===== config.mk =====
export PLATFORM = sky130hd
export DESIGN_NAME = fuse_bank_protection_control
export DESIGN_NICKNAME = d
export VERILOG_FILES = /design/src/fuse_pkg.sv /design/src/fuse_bank_protection_control.sv /design/src/pgm_pulse_timer.sv
export VERILOG_INCLUDE_DIRS = /design/src
export SDC_FILE = /design/constraint.sdc
export NUM_CORES = 1
export LEC_CHECK = 0
export BUFFER_PORTS_ARGS = -buffer_cell sky130_fd_sc_hd__buf_2
export CAP_MARGIN = 40
export CELL_PAD_IN_SITES_DETAIL_PLACEMENT = 0
export CELL_PAD_IN_SITES_GLOBAL_PLACEMENT = 1
export CORE_MARGIN = 3
export CORE_UTILIZATION = 53
export CTS_CLUSTER_DIAMETER = 100
export DETAILED_ROUTE_END_ITERATION = 12
export PLACE_DENSITY_LB_ADDON = 0.1
export SETUP_SLACK_MARGIN = 0.4
export SLEW_MARGIN = 20
export SYNTH_ARGS = -nofsm -noshare
export SYNTH_HDL_FRONTEND = slang
export SYNTH_SLANG_ARGS = --single-unit

===== constraint.sdc =====
create_clock -name mclk -period 7.5 [get_ports mclk]
set_input_delay 0.75 -clock mclk [delete_from_list [all_inputs] [get_ports mclk]]
set_output_delay 0.75 -clock mclk [all_outputs]
set_load 0.01 [all_outputs]

===== src/fuse_params.svh =====
// Purpose: Offsets, field positions, reset values and timing counts
// Assumes: 10 MHz mclk, 32 kHz programming time base
// Notes:   Definitions only
`ifndef FUSE_PARAMS_SVH
`define FUSE_PARAMS_SVH

// Clock rates and programming time base
`define CLK_HZ          10000000
`define SLOW_HZ         32000
`define SLOW_DIV        ((`CLK_HZ + `SLOW_HZ - 1) / `SLOW_HZ)
`define PGM_MIN_US      125
`define PGM_MIN_LEN     ((`PGM_MIN_US * `SLOW_HZ + 999999) / 1000000)
`define PGM_LEN_RST     3'h4

// Fuse rows of bank 0
`define ROW_PROTECT     7'h00
`define ROW_DEBUG       7'h04

// Protection row fields
`define BIT_WRITE_PROT  7
`define BIT_OVR_PROT    6
`define BIT_READ_PROT   5
`define BIT_TESTER_LOCK 4
`define BIT_SENSE_PROT  3
`define BIT_NET_LOCK    2
`define BIT_TRIM_LOCK   1
`define BIT_BOOT_LOCK   0

// Debug security row fields
`define BIT_DBG_OFF     7
`define DBG_LVL_HI      6
`define DBG_LVL_LO      5

// Register byte offsets
`define REG_CMD         8'h00
`define REG_ADDR        8'h04
`define REG_PGM_LEN     8'h08
`define REG_DATA        8'h0C
`define REG_STATUS      8'h10
`define REG_PROT_ROW    8'h14
`define REG_DBG_ROW     8'h18

// Status fields
`define ST_BIT_BUSY     0
`define ST_BIT_READY    1
`define ST_BIT_REFUSED  2
`define ST_BIT_DONE     3

// Bus responses
`define RESP_OKAY       2'h0
`define RESP_SLVERR     2'h2

`endif


===== src/fuse_pkg.sv =====
// Purpose: Types shared by the fuse protection logic
// Assumes: Nothing
// Notes:   Operation codes are software visible
package fuse_pkg;

	// Controller states
	typedef enum logic [2:0] {
		ST_BOOT_PROT,
		ST_BOOT_DBG,
		ST_IDLE,
		ST_SENSE,
		ST_PROG
	} ctl_state_t;

	// Software operations
	typedef enum logic [2:0] {
		OP_READ       = 3'h0,
		OP_SENSE      = 3'h1,
		OP_SENSE_ZERO = 3'h2,
		OP_SENSE_ONE  = 3'h3,
		OP_PROGRAM    = 3'h4,
		OP_OVERRIDE   = 3'h5
	} fuse_op_t;

	// Debug security levels
	typedef enum logic [1:0] {
		DBG_OPEN    = 2'h0,
		DBG_SECURED = 2'h1,
		DBG_NONE    = 2'h3
	} dbg_level_t;

endpackage : fuse_pkg


===== src/fuse_bank_protection_control.sv =====
// Purpose: Protection and lock enforcement for fuse bank 0
// Assumes: Fuse array on mclk; sense done is a one-cycle pulse
// Notes:   AXI4-Lite register slave, one write and one read at a time
`timescale 1ns/100ps
`include "fuse_params.svh"
module fuse_bank_protection_control (
	input  wire logic        mclk,
	input  wire logic        reset,
	// AXI4-Lite slave
	input  wire logic [7:0]  s_axi_awaddr,
	input  wire logic        s_axi_awvalid,
	output logic             s_axi_awready,
	input  wire logic [31:0] s_axi_wdata,
	input  wire logic [3:0]  s_axi_wstrb,
	input  wire logic        s_axi_wvalid,
	output logic             s_axi_wready,
	output logic [1:0]       s_axi_bresp,
	output logic             s_axi_bvalid,
	input  wire logic        s_axi_bready,
	input  wire logic [7:0]  s_axi_araddr,
	input  wire logic        s_axi_arvalid,
	output logic             s_axi_arready,
	output logic [31:0]      s_axi_rdata,
	output logic [1:0]       s_axi_rresp,
	output logic             s_axi_rvalid,
	input  wire logic        s_axi_rready,
	// Fuse array
	output logic [6:0]       fuse_row,
	output logic             fuse_sense_req,
	output logic [1:0]       fuse_sense_mode,
	output logic             fuse_prog_en,
	output logic [2:0]       fuse_prog_bit,
	input  wire logic [7:0]  fuse_rdata,
	input  wire logic        fuse_sense_done,
	// Debug security
	output logic             debug_controller_clk_en,
	output logic [1:0]       debug_security_level
);
	fuse_pkg::ctl_state_t state_ff;
	fuse_pkg::ctl_state_t nxt_state;
	logic [7:0]  prot_row_ff;
	logic [7:0]  dbg_row_ff;
	logic        ready_ff;
	logic [6:0]  addr_row_ff;
	logic [2:0]  addr_bit_ff;
	logic [2:0]  pgm_len_ff;
	logic [7:0]  ovr_wdata_ff;
	logic [7:0]  data_ff;
	logic        refused_ff;
	logic        done_ff;
	logic [6:0]  fuse_row_ff;
	logic [1:0]  sense_mode_ff;
	logic        read_op_ff;
	logic [1:0]  dbg_level_ff;
	logic [7:0]  ovr_mem [0:31];
	logic [31:0] ovr_valid_ff;
	logic        bvalid_ff;
	logic [1:0]  bresp_ff;
	logic        rvalid_ff;
	logic [1:0]  rresp_ff;
	logic [31:0] rdata_ff;
	logic        wr_fire;
	logic        rd_fire;
	logic        cmd_req;
	logic [2:0]  cmd_op;
	logic        deny;
	logic        grant;
	logic        locked;
	logic        timer_start;
	logic        timer_busy;
	logic        timer_done;
	logic        clr_refused;
	logic        clr_done;

	// Lock coverage of a row address
	function automatic logic row_locked(input logic [6:0] row,
	                                     input logic [7:0] prot);
		logic hit;
		hit = 1'b0;
		if (prot[`BIT_TESTER_LOCK] && row >= 7'h1C && row <= 7'h3C) begin
			hit = 1'b1;
		end
		if (prot[`BIT_NET_LOCK] && row >= 7'h68 && row <= 7'h7C) begin
			hit = 1'b1;
		end
		if (prot[`BIT_TRIM_LOCK] && (row == 7'h08 ||
		    (row >= 7'h54 && row <= 7'h64))) begin
			hit = 1'b1;
		end
		if (prot[`BIT_BOOT_LOCK] && (row == 7'h04 ||
		    (row >= 7'h0C && row <= 7'h18) ||
		    (row >= 7'h40 && row <= 7'h44))) begin
			hit = 1'b1;
		end
		return hit;
	endfunction : row_locked

	// Write and read handshakes
	assign wr_fire       = s_axi_awvalid && s_axi_wvalid && !bvalid_ff;
	assign rd_fire       = s_axi_arvalid && !rvalid_ff;
	assign s_axi_awready = wr_fire;
	assign s_axi_wready  = wr_fire;
	assign s_axi_arready = !rvalid_ff;

	// Register write strobes
	assign cmd_req     = wr_fire && s_axi_wstrb[0] &&
	                     (s_axi_awaddr == `REG_CMD);
	assign cmd_op      = s_axi_wdata[2:0];
	assign clr_refused = wr_fire && s_axi_wstrb[0] &&
	                     (s_axi_awaddr == `REG_STATUS) &&
	                     s_axi_wdata[`ST_BIT_REFUSED];
	assign clr_done    = wr_fire && s_axi_wstrb[0] &&
	                     (s_axi_awaddr == `REG_STATUS) &&
	                     s_axi_wdata[`ST_BIT_DONE];

	// Access decision for a requested operation
	assign locked = row_locked(addr_row_ff, prot_row_ff);
	always_comb begin
		deny = 1'b1;
		case (cmd_op)
			fuse_pkg::OP_READ: begin
				deny = prot_row_ff[`BIT_READ_PROT];
			end
			fuse_pkg::OP_SENSE, fuse_pkg::OP_SENSE_ZERO,
			fuse_pkg::OP_SENSE_ONE: begin
				deny = prot_row_ff[`BIT_SENSE_PROT];
			end
			fuse_pkg::OP_PROGRAM: begin
				deny = prot_row_ff[`BIT_WRITE_PROT] || locked ||
				       (pgm_len_ff < 3'(`PGM_MIN_LEN));
			end
			fuse_pkg::OP_OVERRIDE: begin
				deny = prot_row_ff[`BIT_OVR_PROT] || locked;
			end
			default: begin
				deny = 1'b1;
			end
		endcase
	end
	// Nothing is granted before the boot rows are latched
	assign grant = cmd_req && !deny && ready_ff &&
	               (state_ff == fuse_pkg::ST_IDLE);
	assign timer_start = grant && (cmd_op == fuse_pkg::OP_PROGRAM);

	// Controller sequence
	always_comb begin
		nxt_state = state_ff;
		unique case (state_ff)
			fuse_pkg::ST_BOOT_PROT: begin
				if (fuse_sense_done) begin
					nxt_state = fuse_pkg::ST_BOOT_DBG;
				end
			end
			fuse_pkg::ST_BOOT_DBG: begin
				if (fuse_sense_done) begin
					nxt_state = fuse_pkg::ST_IDLE;
				end
			end
			fuse_pkg::ST_IDLE: begin
				if (grant && cmd_op == fuse_pkg::OP_PROGRAM) begin
					nxt_state = fuse_pkg::ST_PROG;
				end else if (grant && cmd_op != fuse_pkg::OP_OVERRIDE) begin
					nxt_state = fuse_pkg::ST_SENSE;
				end
			end
			fuse_pkg::ST_SENSE: begin
				if (fuse_sense_done) begin
					nxt_state = fuse_pkg::ST_IDLE;
				end
			end
			fuse_pkg::ST_PROG: begin
				if (timer_done) begin
					nxt_state = fuse_pkg::ST_IDLE;
				end
			end
		endcase
	end

	always_ff @(posedge mclk) begin
		if (reset) begin
			state_ff <= fuse_pkg::ST_BOOT_PROT;
		end else begin
			state_ff <= nxt_state;
		end
	end

	// Boot sensing of protection and debug rows
	always_ff @(posedge mclk) begin
		if (reset) begin
			prot_row_ff <= 8'hFF;
			dbg_row_ff  <= 8'hFF;
			ready_ff    <= 1'b0;
		end else if (fuse_sense_done) begin
			if (state_ff == fuse_pkg::ST_BOOT_PROT) begin
				prot_row_ff <= fuse_rdata;
			end
			if (state_ff == fuse_pkg::ST_BOOT_DBG) begin
				dbg_row_ff <= fuse_rdata;
				ready_ff   <= 1'b1;
			end
		end
	end

	// Row and mode presented to the array, and the read operation flag
	always_ff @(posedge mclk) begin
		if (reset) begin
			fuse_row_ff   <= `ROW_PROTECT;
			sense_mode_ff <= 2'h0;
			read_op_ff    <= 1'b0;
		end else if (state_ff == fuse_pkg::ST_BOOT_PROT &&
		             fuse_sense_done) begin
			fuse_row_ff <= `ROW_DEBUG;
		end else if (grant) begin
			fuse_row_ff   <= addr_row_ff;
			read_op_ff    <= (cmd_op == fuse_pkg::OP_READ);
			sense_mode_ff <= (cmd_op == fuse_pkg::OP_READ) ? 2'h0 :
			                 2'(cmd_op - 3'h1);
		end
	end

	// Software registers
	always_ff @(posedge mclk) begin
		if (reset) begin
			addr_row_ff  <= 7'h00;
			addr_bit_ff  <= 3'h0;
			pgm_len_ff   <= `PGM_LEN_RST;
			ovr_wdata_ff <= 8'h00;
		end else if (wr_fire) begin
			if (s_axi_awaddr == `REG_ADDR && s_axi_wstrb[0]) begin
				addr_row_ff <= {s_axi_wdata[6:2], 2'h0};
			end
			if (s_axi_awaddr == `REG_ADDR && s_axi_wstrb[1]) begin
				addr_bit_ff <= s_axi_wdata[10:8];
			end
			if (s_axi_awaddr == `REG_PGM_LEN && s_axi_wstrb[0]) begin
				pgm_len_ff <= s_axi_wdata[2:0];
			end
			if (s_axi_awaddr == `REG_DATA && s_axi_wstrb[0]) begin
				ovr_wdata_ff <= s_axi_wdata[7:0];
			end
		end
	end

	// Override store, replaces sensed values on software reads
	always_ff @(posedge mclk) begin
		if (grant && cmd_op == fuse_pkg::OP_OVERRIDE) begin
			ovr_mem[addr_row_ff[6:2]] <= ovr_wdata_ff;
		end
	end

	always_ff @(posedge mclk) begin
		if (reset) begin
			ovr_valid_ff <= 32'h00000000;
		end else if (grant && cmd_op == fuse_pkg::OP_OVERRIDE) begin
			ovr_valid_ff[addr_row_ff[6:2]] <= 1'b1;
		end
	end

	// Data of the last read or sense
	always_ff @(posedge mclk) begin
		if (reset) begin
			data_ff <= 8'h00;
		end else if (state_ff == fuse_pkg::ST_SENSE && fuse_sense_done) begin
			if (read_op_ff && ovr_valid_ff[fuse_row_ff[6:2]]) begin
				data_ff <= ovr_mem[fuse_row_ff[6:2]];
			end else begin
				data_ff <= fuse_rdata;
			end
		end
	end

	// Sticky refused and done flags, set wins over clear
	always_ff @(posedge mclk) begin
		if (reset) begin
			refused_ff <= 1'b0;
			done_ff    <= 1'b0;
		end else begin
			if (cmd_req && !grant) begin
				refused_ff <= 1'b1;
			end else if (clr_refused) begin
				refused_ff <= 1'b0;
			end
			if ((state_ff == fuse_pkg::ST_SENSE && fuse_sense_done) ||
			    timer_done ||
			    (grant && cmd_op == fuse_pkg::OP_OVERRIDE)) begin
				done_ff <= 1'b1;
			end else if (clr_done) begin
				done_ff <= 1'b0;
			end
		end
	end

	// Debug security decode, undefined code treated as no debug
	always_ff @(posedge mclk) begin
		if (reset) begin
			dbg_level_ff <= fuse_pkg::DBG_NONE;
		end else begin
			unique case (dbg_row_ff[`DBG_LVL_HI:`DBG_LVL_LO])
				2'h0:    dbg_level_ff <= fuse_pkg::DBG_OPEN;
				2'h1:    dbg_level_ff <= fuse_pkg::DBG_SECURED;
				default: dbg_level_ff <= fuse_pkg::DBG_NONE;
			endcase
		end
	end

	// Write response
	always_ff @(posedge mclk) begin
		if (reset) begin
			bvalid_ff <= 1'b0;
			bresp_ff  <= `RESP_OKAY;
		end else if (wr_fire) begin
			bvalid_ff <= 1'b1;
			if (s_axi_awaddr == `REG_CMD || s_axi_awaddr == `REG_ADDR ||
			    s_axi_awaddr == `REG_PGM_LEN ||
			    s_axi_awaddr == `REG_DATA ||
			    s_axi_awaddr == `REG_STATUS) begin
				bresp_ff <= `RESP_OKAY;
			end else begin
				bresp_ff <= `RESP_SLVERR;
			end
		end else if (s_axi_bready) begin
			bvalid_ff <= 1'b0;
		end
	end

	// Read response
	always_ff @(posedge mclk) begin
		if (reset) begin
			rvalid_ff <= 1'b0;
			rresp_ff  <= `RESP_OKAY;
			rdata_ff  <= 32'h00000000;
		end else if (rd_fire) begin
			rvalid_ff <= 1'b1;
			rresp_ff  <= `RESP_OKAY;
			unique case (s_axi_araddr)
				`REG_CMD:      rdata_ff <= 32'h00000000;
				`REG_ADDR:     rdata_ff <= {21'h0, addr_bit_ff,
				                            1'b0, addr_row_ff};
				`REG_PGM_LEN:  rdata_ff <= {29'h0, pgm_len_ff};
				`REG_DATA:     rdata_ff <= {24'h0, data_ff};
				`REG_STATUS:   rdata_ff <= {28'h0, done_ff, refused_ff,
				                            ready_ff,
				                            (state_ff != fuse_pkg::ST_IDLE)};
				`REG_PROT_ROW: rdata_ff <= {24'h0, prot_row_ff};
				`REG_DBG_ROW:  rdata_ff <= {22'h0, dbg_level_ff, dbg_row_ff};
				default: begin
					rdata_ff <= 32'h00000000;
					rresp_ff <= `RESP_SLVERR;
				end
			endcase
		end else if (s_axi_rready) begin
			rvalid_ff <= 1'b0;
		end
	end

	// Programming pulse timer
	pgm_pulse_timer u_timer (
		.mclk   (mclk),
		.reset  (reset),
		.start  (timer_start),
		.length (pgm_len_ff),
		.busy   (timer_busy),
		.done   (timer_done)
	);

	// Outputs
	assign s_axi_bvalid    = bvalid_ff;
	assign s_axi_bresp     = bresp_ff;
	assign s_axi_rvalid    = rvalid_ff;
	assign s_axi_rresp     = rresp_ff;
	assign s_axi_rdata     = rdata_ff;
	assign fuse_row        = fuse_row_ff;
	assign fuse_sense_mode = sense_mode_ff;
	assign fuse_sense_req  = (state_ff == fuse_pkg::ST_BOOT_PROT) ||
	                         (state_ff == fuse_pkg::ST_BOOT_DBG) ||
	                         (state_ff == fuse_pkg::ST_SENSE);
	assign fuse_prog_en    = timer_busy;
	assign fuse_prog_bit   = addr_bit_ff;
	// Debug clock held off until rows are known
	assign debug_controller_clk_en = ready_ff &&
	                                 !dbg_row_ff[`BIT_DBG_OFF];
	assign debug_security_level    = dbg_level_ff;
endmodule : fuse_bank_protection_control


===== src/pgm_pulse_timer.sv =====
// Purpose: Programming pulse of length count times the 32 kHz period
// Assumes: start only while not busy
// Notes:   Divider restarts on start so no period is short
`timescale 1ns/100ps
`include "fuse_params.svh"
module pgm_pulse_timer (
	input  wire logic       mclk,
	input  wire logic       reset,
	input  wire logic       start,
	input  wire logic [2:0] length,
	output logic            busy,
	output logic            done
);
	logic [8:0] div_ff;
	logic [2:0] ticks_ff;
	logic       busy_ff;
	logic       done_ff;
	logic       slow_tick;

	// One-cycle enable at the 32 kHz rate
	assign slow_tick = busy_ff && (div_ff == 9'(`SLOW_DIV - 1));

	// Divider of mclk
	always_ff @(posedge mclk) begin
		if (reset || start || slow_tick) begin
			div_ff <= 9'h000;
		end else if (busy_ff) begin
			div_ff <= div_ff + 9'h001;
		end
	end

	// Remaining slow periods of the pulse
	always_ff @(posedge mclk) begin
		if (reset) begin
			ticks_ff <= 3'h0;
			busy_ff  <= 1'b0;
			done_ff  <= 1'b0;
		end else begin
			done_ff <= 1'b0;
			if (start) begin
				ticks_ff <= length;
				busy_ff  <= 1'b1;
			end else if (slow_tick) begin
				ticks_ff <= ticks_ff - 3'h1;
				if (ticks_ff == 3'h1) begin
					busy_ff <= 1'b0;
					done_ff <= 1'b1;
				end
			end
		end
	end

	assign busy = busy_ff;
	assign done = done_ff;
endmodule : pgm_pulse_timer

==> flow_summary.toml, run 1 <==
[critical_path]
r2r_end = "ovr_mem[24][4]"
path_cells = "nand2b_1, o31a_1, o32ai_1, nor4_2, buf_4, nand2_1, nor2_1"
r2r_slack_ns = 3.87
cp_slowest_cell = "nor2_1"
required_ns = 7.65
cp.arrival_ns = 3.78
startpoint_type = "register"
crit_type = "register to register"
critPathMaxFanout = 19
slowest_delay_ns = 0.75
rr_worst_depth = 7
end_kind = "register"
reg2reg_from = "addr_row_ff[6]"

[power]
pwr-share-clk_pct = 45.4
cellPowerDensity_nw_per_um2 = 244.9
ir_drop_uv = 184.5
power_frac_seq_pct = 50.8
switchingPower_uw = 880.4
power.total_mw = 4.343
swShare_pct = 20.27
internal-power_mw = 3.462
p_leak_nw = 6.329
combPwrFrac_pct = 3.7

[logic_synthesis]
postSynthAreaPerCell_um2 = 13.48
synth_edf_count = 256
synth_common_cells = "edfxtp_1 (256), dfxtp_1 (120), mux2i_1 (99)"
yosys_register_bits = 376
synthArstFlopShare_pct = 0
synthFlopType = "edfxtp_1"
synth.largest_area_cell = "edfxtp_1"
yosysMostFrequentCell = "edfxtp_1"
synth_cell_types = 63
seq_area_frac_synth_pct = 64.51
synthCells = 1160
yosysWarnings = 0
synth.area.top_cells = "edfxtp_1 (49%), dfxtp_1 (15%), mux2i_1 (6.3%)"
synth_top_area_share_pct = 49.15
netlist_area_um2 = 15640

[final_layout]
drive_gt1_share_pct = 18.17
nets = 1311
fill_cells = 2287
antenna_cells = 0
syn_to_final_growth_pct = 13.38
utilization_pct = 61.45

[timing]
worst_pin_slew_ns = 0.8580
setup_tns_ns = 0
maxSlewViolCount = 0
fmax_ghz = 0.2755
min_period_over_period_pct = 48.39
hold_violations = 0
maxSlewHeadroom_pct = 42.80
setup_viol = 0
period_needed_ns = 3.629
finalClockSkew_ns = 0.01071
rsz0062_at_grt = "no"

[clock_network]
htree_levels = 2
cts_sinks = 376
path_clk_slew_ns = 0.06
clock-root-buffer = "clkbuf_16"
cts_made_buffers = 41
post_cts_buffers = 0
hold_buffers = 0
cts_tree = "done"
clk_path_buf_depth = 3
cts_resized = 0
clkLatencyLatePin_ns = 0.52

[die]
core_um2 = 28860
start_util_pct = 54.20
die_h_um = 177.8
die_w_um = 177.8
ioPinCount = 126
rows = 62
dieArea_um2 = 31610

[routing]
dr.pass1.iters = 5
drtAntennaViolNets = 0
drc = 0
dr_total_vias = 9684
routed_wl_mm = 35.95
drt-vias-per-instance = 5.851
wl_per_cell_um = 21.72
drt-initial-drc-count = 895

[global_route]
grt_pass1_wl_mm = 55.30
grt_pass1_vias = 9360
grt_max_degree = 70
grt-ovfl-total = 0
antenna_found_initial = 0
grt_usage_pct = 23.18

[placed_design]
placement.io_buffers = 77
gp_congestion = 0.8349
hpwl_mm = 23.63

[run_status]
status = "completed"

[worst_hold_path]
whs_endpoint = "s_axi_rvalid"
hold_start = "s_axi_rready"
min_path_cells = 2
hold_path.class = "input pin to register"

[flow_run]
max_cap_viol_count = 0
how the worst max path moves through the flow:
stage                                 to  cells after the start            start
after detailed placement  ovr_mem[24][7]                      8  s_axi_awaddr[1]
after floorplan           ovr_mem[22][0]                      6  s_axi_awaddr[1]
after global placement     ovr_mem[9][5]                      7  s_axi_awaddr[1]
after global routing      ovr_mem[24][6]                      7   addr_row_ff[6]
after CTS                 ovr_mem[24][0]                      7   addr_row_ff[6]
final                     ovr_mem[24][4]                      7   addr_row_ff[6]
cells by family after synthesis:
logic type / Yosys count / share of synthesized area [%]
buffers and inverters: 112 / 3.576
XOR/XNOR: 10 / 0.5600
flip-flops: 376 / 64.51
other: 1 / 0.02398
AO/OA/AOI/OAI: 186 / 8.360
AND/OR/NAND/NOR: 335 / 11.06
adder cells (fa/ha/maj): 4 / 0.3200
multiplexers: 136 / 11.59
metrics by stage:
step | hold slack, ns | worst slack [ns] | cell area (µm²) | std cells
global route | 0.3997 | 3.654 | 17730 | 1655
CTS | 0.3869 | 3.833 | 17670 | 1650
finish | 0.4043 | 3.871 | 17730 | 1655
global placement | 0.4397 | 3.330 | 16300 | 1573
floorplan | 0.4313 | 4.045 | 15730 | 1184
detailed placement | 0.4449 | 3.477 | 16340 | 1575
registers in the layout, indices dropped and copies added, names as in the netlist, 8 cells and up:
register	cells
ovr_wdata_ff	8
ovr_mem	256
prot_row_ff	8
ovr_valid_ff	32
u_timer.div_ff	9
s_axi_rdata	11
data_ff	8
dbg_row_ff	8
critical path: cells and delay by family (launching register included):
kind | cells | cell delay (ns)
and+or+nand+nor | 4 | 2.04
DFF | 1 | 0.58
AOI/OAI and AO/OA | 2 | 0.36
buffers and inverters | 1 | 0.27
power by group through the flow:
stage / sequential, mW / clock, mW / combinational, mW
6_report: 2.21 / 1.97 / 0.163
5_1_grt: 2.21 / 2.10 / 0.179
4_1_cts: 2.21 / 2.01 / 0.160
3_5_place_dp: 2.25 / 0 / 0.160
3_3_place_gp: 2.25 / 0 / 0.159
2_1_floorplan: 2.25 / 0 / 0.117
per-layer routing:
layer	global-route usage, %	share of wire [%]	wire (µm)	up-vias
met3	3.145	6.7	2411	53
met4	6.414	2.1	758	0
met2	36.96	48	17170	313
li1	-	-	-	4517
met5	0	0	0	-
met1	33.71	43	15610	4801
final cells by class:
class                   instances  area, µm²  area share, %
clock inverters                17      161.4         0.9102
well taps                     384      480.5          2.710
inverters                      12      45.04         0.2540
repair buffers                112      684.4          3.860
flip-flops and latches        376      10090          56.93
multi-input cells             696       5089          28.70
clock buffers                  58       1177          6.640
placed cells by master, fill, tap and decap left out, types with 5 or more instances in the layout:
| cell type | count |
|---|---|
| edfxtp_1 | 256 |
| dfxtp_1 | 118 |
| mux2i_1 | 99 |
| nor2_1 | 94 |
| nand2_1 | 77 |
| buf_2 | 77 |
| a22oi_1 | 54 |
| nand3_1 | 46 |
| clkbuf_16 | 44 |
| a21oi_1 | 37 |
| mux4_2 | 36 |
| buf_4 | 32 |
| conb_1 | 25 |
| a31oi_1 | 18 |
| nor3_1 | 17 |
| o21ai_0 | 16 |
| o21a_1 | 16 |
| nand4_1 | 15 |
| nor2b_1 | 14 |
| and2_1 | 14 |
| clkbuf_1 | 11 |
| inv_1 | 10 |
| a221o_1 | 10 |
| nand2b_1 | 9 |
| clkinv_1 | 9 |
| a22o_1 | 9 |
| nor3_4 | 8 |
| and3_1 | 6 |
| or2_2 | 5 |
| xnor2_1 | 5 |
| xor2_1 | 5 |
| clkinv_2 | 5 |
Note: power is estimated with default switching activity, not from simulation.
==> run 2, diff against run 1 <==
- ABC_AREA: unset -> 1
- CORE_UTILIZATION: 53 -> 42
- clock period: 7.5 -> 3.15 ns (I/O delays scaled with it)
==> flow_summary.toml, run 2 <==
[routing]
drt-vias-per-instance = 5.147
wl_per_cell_um = 18.73
dr_total_vias = 11450
drc = 0
dr.pass1.iters = 5
drtAntennaViolNets = 0
drt-initial-drc-count = 784
routed_wl_mm = 41.68

[timing]
period_needed_ns = 2.559
finalClockSkew_ns = 0.01453
hold_violations = 0
worst_pin_slew_ns = 0.8506
rsz0062_at_grt = "no"
setup_tns_ns = 0
maxSlewHeadroom_pct = 42.82
setup_viol = 0
min_period_over_period_pct = 81.25
fmax_ghz = 0.3907
maxSlewViolCount = 0
holdWs_ns = 0.01120

[placed_design]
gp_congestion = 0.8210
placed_cells = 2144
hpwl_mm = 26.67
placement.io_buffers = 77
dpl_cell_area_um2 = 16940

[clock_network]
clkLatencyLatePin_ns = 0.55
clk_path_buf_depth = 3
htree_levels = 2
clock-root-buffer = "clkbuf_16"
cts_sinks = 376
cts_made_buffers = 42
post_cts_buffers = 0
path_clk_slew_ns = 0.06
cts_tree = "done"

[logic_synthesis]
synth.largest_area_cell = "edfxtp_1"
synth_top_area_share_pct = 48.02
synth.area.top_cells = "edfxtp_1 (48%), dfxtp_1 (15%), nor2_1 (6.8%)"
postSynthAreaPerCell_um2 = 9.994
synthArstFlopShare_pct = 0
synth_common_cells = "nor2_1 (290), edfxtp_1 (256), nand2_1 (199)"
synth_edf_count = 256
yosysMostFrequentCell = "nor2_1"
synthCells = 1602
synth_cell_types = 50
synthFlopType = "edfxtp_1"
yosysWarnings = 0
seq_area_frac_synth_pct = 63.02
netlist_area_um2 = 16010
yosys_register_bits = 376

[die]
ioPinCount = 126
start_util_pct = 43.22
dieArea_um2 = 40500
die_w_um = 201.2
die_h_um = 201.2
core_um2 = 37050
rows = 70

[final_layout]
fin_area_um2 = 18430
instances_no_fill = 2225
drive_gt1_share_pct = 14.29
syn_to_final_growth_pct = 15.10
fill_cells = 3407
largest_register_ffs = 256
antenna_cells = 0
final_cell_mix = "nor2_1 (290), edfxtp_1 (256), nand2_1 (199)"
final_common_cell = "nor2_1"
nets = 1760

[critical_path]
required_ns = 3.39
crit_type = "register to register"
critPathMaxFanout = 8
end_kind = "register"
cp.arrival_ns = 2.80
r2r_slack_ns = 0.59
startpoint_type = "register"

[worst_hold_path]
hold_path.class = "input pin to register"

[power]
power_frac_seq_pct = 47.7
ir_drop_uv = 305.8
switchingPower_mw = 2.487
swShare_pct = 22.39
p_leak_nw = 6.235
internal-power_mw = 8.621
combPwrFrac_pct = 6.3
pwr-share-clk_pct = 46.0
cellPowerDensity_nw_per_um2 = 602.8
power.total_mw = 11.11

[global_route]
grt_pass1_vias = 10990
grt_max_degree = 82
antenna_found_initial = 0
grt_pass1_wl_mm = 64.80
grt-ovfl-total = 0
grt_usage_pct = 20.37

[run_status]
status = "completed"

[flow_run]
max_cap_viol_count = 0
-- run 2: final timing paths --
check	cells after the start	endpoint	from
setup / recovery	13	ovr_mem[31][4]	addr_row_ff[2]
setup reg to reg	13	ovr_mem[31][4]	addr_row_ff[2]
hold reg to reg	2	ovr_valid_ff[21]	ovr_valid_ff[21]
hold / removal	3	dbg_row_ff[4]	fuse_rdata[4]
-- run 2: final cells by class --
class,instances,area (µm²),area share [%]
repair buffers,123,790.8,4.291
clock inverters,21,289.0,1.568
clock buffers,56,1155,6.267
inverters,112,422.9,2.295
well taps,504,630.6,3.422
flip-flops and latches,376,10100,54.81
multi-input cells,1033,5039,27.34
-- run 2: timing repair --
action / CTS / global route
hold endpoints to repair: 4 / 0
hold buffers: 4 / 0
gates resized for setup: 0 / 3
endpoints found under the setup margin: 0 / 202
-- run 2: kinds of logic after synthesis --
family | after synthesis | synth area share [%]
AND/OR/NAND/NOR | 642 | 17.29
flip-flops | 376 | 63.02
AO/OA/AOI/OAI | 355 | 12.89
buffers and inverters | 217 | 6.072
XOR/XNOR | 7 | 0.3829
adder cells (fa/ha/maj) | 4 | 0.3126
other | 1 | 0.02342
-- run 2: through the flow --
step	setup WS (ns)	utilization, %
after CTS	0.4928	49.73
after detailed placement	0.5031	45.72
final	0.5907	49.74
after global placement	0.5086	45.72
after global routing	0.4190	49.74
after floorplan	0.8484	-
-- run 2: worst max-delay path, stage by stage (launching register included) --
cell and delay, ns:
dfxtp_1 0.51, nand2_2 0.15, nand3_1 0.11, nand3_1 0.09, a21oi_2 0.18, nand3_2 0.10, nand2_2 0.12, nand2_4 0.09
nor2_8 0.13, nand2_1 0.09, inv_2 0.09, nand2_2 0.21, nor2_1 0.17, buf_4 0.21
-- run 2: power by group through the flow --
| stage | registers [mW] | clock network (mW) | logic [mW] |
|---|---|---|---|
| 3_5_place_dp | 5.40 | 0 | 0.706 |
| 4_1_cts | 5.30 | 5.22 | 0.712 |
| 2_1_floorplan | 5.39 | 0 | 0.514 |
| 5_1_grt | 5.30 | 5.43 | 0.794 |
| 3_3_place_gp | 5.40 | 0 | 0.700 |
| 6_report | 5.30 | 5.11 | 0.704 |
-- run 2: routing by layer --
layer | track usage (%) | part of all wire, % | up-vias
li1 | - | - | 5670
met1 | 29.09 | 47 | 5436
met2 | 32.83 | 46 | 280
met3 | 2.896 | 4.7 | 65
met4 | 5.457 | 2.2 | 0
met5 | 0 | 0 | -
==> run 3, diff against run 2 <==
- clock period: 3.15 -> 2.23 ns (I/O delays scaled with it)
==> flow_summary.toml, run 3 (same netlist as run 2, synthesis figures left out) <==
[run_status]
status = "completed"

[die]
rows = 70
start_util_pct = 43.22
ioPinCount = 126
die_w_um = 201.2
die_h_um = 201.2
core_um2 = 37050
dieArea_um2 = 40500

[final_layout]
instances_no_fill = 2372
utilization_pct = 56.48
syn_to_final_growth_pct = 30.70
nets = 1909
fin_area_um2 = 20930
final_common_cell = "nor2_1"
antenna_cells = 0
final_cell_mix = "nor2_1 (263), edfxtp_1 (256), nand2_1 (172)"
drive_gt1_share_pct = 25.91
largest_register_ffs = 256

[critical_path]
reg2reg_from = "addr_row_ff[2]"
rr_worst_depth = 13
end_kind = "register"
required_ns = 2.50
critPathMaxFanout = 5
crit_type = "register to register"
cp.arrival_ns = 2.48
r2r_slack_ns = 0.02
r2r_end = "ovr_mem[17][1]"
startpoint_type = "register"

[clock_network]
cts_tree = "done"
path_clk_slew_ns = 0.06
cts_sinks = 376
clock-root-buffer = "clkbuf_16"
cts_made_buffers = 41
clk_path_buf_depth = 3
htree_levels = 2
clkLatencyLatePin_ns = 0.55

[placed_design]
gp_congestion = 0.8534
dpl_cell_area_um2 = 17870
pre_cts_slack_ns = -0.1272
placement.io_buffers = 77
placed_cells = 2211
hpwl_mm = 29.49

[routing]
drc = 0
drt-vias-per-instance = 5.295
drt-initial-drc-count = 950
dr_total_vias = 12560
drtAntennaViolNets = 0
routed_wl_mm = 48.68
wl_per_cell_um = 20.52
dr.pass1.iters = 5

[timing]
maxSlewHeadroom_pct = 62.25
hold_violations = 0
fmax_ghz = 0.4523
worst_pin_slew_ns = 0.5628
maxSlewViolCount = 0
rsz0062_at_grt = "yes"
period_needed_ns = 2.211
setup_tns_ns = 0
setup_viol = 0
finalWorstSetupSlack_ns = 0.01885
finalClockSkew_ns = 0.01876
min_period_over_period_pct = 99.15

[power]
switchingPower_mw = 3.829
power_frac_seq_pct = 48.0
p_leak_nw = 7.223
pwr-share-clk_pct = 40.2
swShare_pct = 24.60
internal-power_mw = 11.73
combPwrFrac_pct = 11.7
ir_drop_uv = 524.8
cellPowerDensity_nw_per_um2 = 743.7

[worst_hold_path]
whs_endpoint = "prot_row_ff[2]"
hold_start = "fuse_rdata[2]"
hold_path.class = "input pin to register"
min_path_cells = 3

[global_route]
grt-ovfl-total = 0
antenna_found_initial = 0
grt_pass1_vias = 12180
grt_max_degree = 39
grt_pass1_wl_mm = 73.36
grt_usage_pct = 23.51

[flow_run]
max_cap_viol_count = 0
==> run 3: changes by cell type in the layout (fill, tap and decap cells not counted), sizes merged, moves of 3 or more <==
cell	delta
buf	+124
bufinv	-7
clkbuf	+5
clkinv	+7
dlygate4sd3	+12
nor2	+3
==> run 3: how the worst max path moves through the flow <==
stage,startpoint,endpoint,slack (ns),depth (start not counted)
6_report,addr_row_ff[2],ovr_mem[17][1],0.02,13
5_1_grt,addr_row_ff[5],ovr_mem[17][1],-0.07,14
4_1_cts,addr_row_ff[5],ovr_mem[23][4],0.004,13
3_5_place_dp,s_axi_wdata[2],ovr_mem[23][7],-0.13,10
3_3_place_gp,s_axi_wdata[2],ovr_mem[1][6],-0.08,10
2_1_floorplan,addr_row_ff[5],ovr_mem[11][0],0.16,13
==> run 3: power groups by stage <==
stage               Clock [mW]  Sequential (mW)  Combinational, mW
finish                    6.26             7.48               1.82
global route              6.68             7.48               1.96
CTS                       6.39             7.48               1.64
detailed placement           0             7.63               1.15
global placement             0             7.63               1.14
floorplan                    0             7.62              0.729
==> run 3: layout make-up <==
type,count,area [µm²]
Clock buffer,56,1112
Clock inverter,18,120.1
Fill cell,3271,16120
Inverter,112,465.4
Multi-Input combinational cell,1038,5758
Sequential cell,376,10110
Tap cell,504,630.6
Timing Repair Buffer,265,2699
Timing Repair inverter,3,32.53
==> run 3: critical path, stage by stage, from the launching register on <==
cell and delay [ns]:
dfxtp_1 0.37, buf_4 0.17, nand3_1 0.08, nand3_1 0.10, a21oi_2 0.16, nand3_2 0.11
nand2_4 0.09, nand2_4 0.07, nor2_8 0.12, nand2_4 0.08, buf_6 0.12, buf_6 0.10
nor2_4 0.19, clkbuf_16 0.19
==> run 3: per-stage QoR <==
step	hold slack (ns)	total power, mW
5_1_grt	0.02491	16.12
2_1_floorplan	0.3534	8.347
6_report	0.02406	15.56
4_1_cts	0.003147	15.50
3_3_place_gp	0.4380	8.771
3_5_place_dp	0.4355	8.780
==> run 3: routing by layer <==
metal  track usage (%)  vias up  share of wire (%)
met5                 0        -                  0
met4             6.255        0                2.7
met3             3.381       85                5.7
met2             38.71      366                 47
met1             32.89     6099                 44
li1                  -     6009                  -
==> run 3: timing repair <==
| action | in CTS | in global routing |
|---|---|---|
| gates resized for setup | 126 | 82 |
| hold endpoints to repair | 23 | 0 |
| endpoints found under the setup margin | 323 | 332 |
| hold buffers | 16 | 0 |
| pin swaps | 70 | 56 |
| gates cloned | 23 | 6 |
| buffers inserted | 25 | 17 |
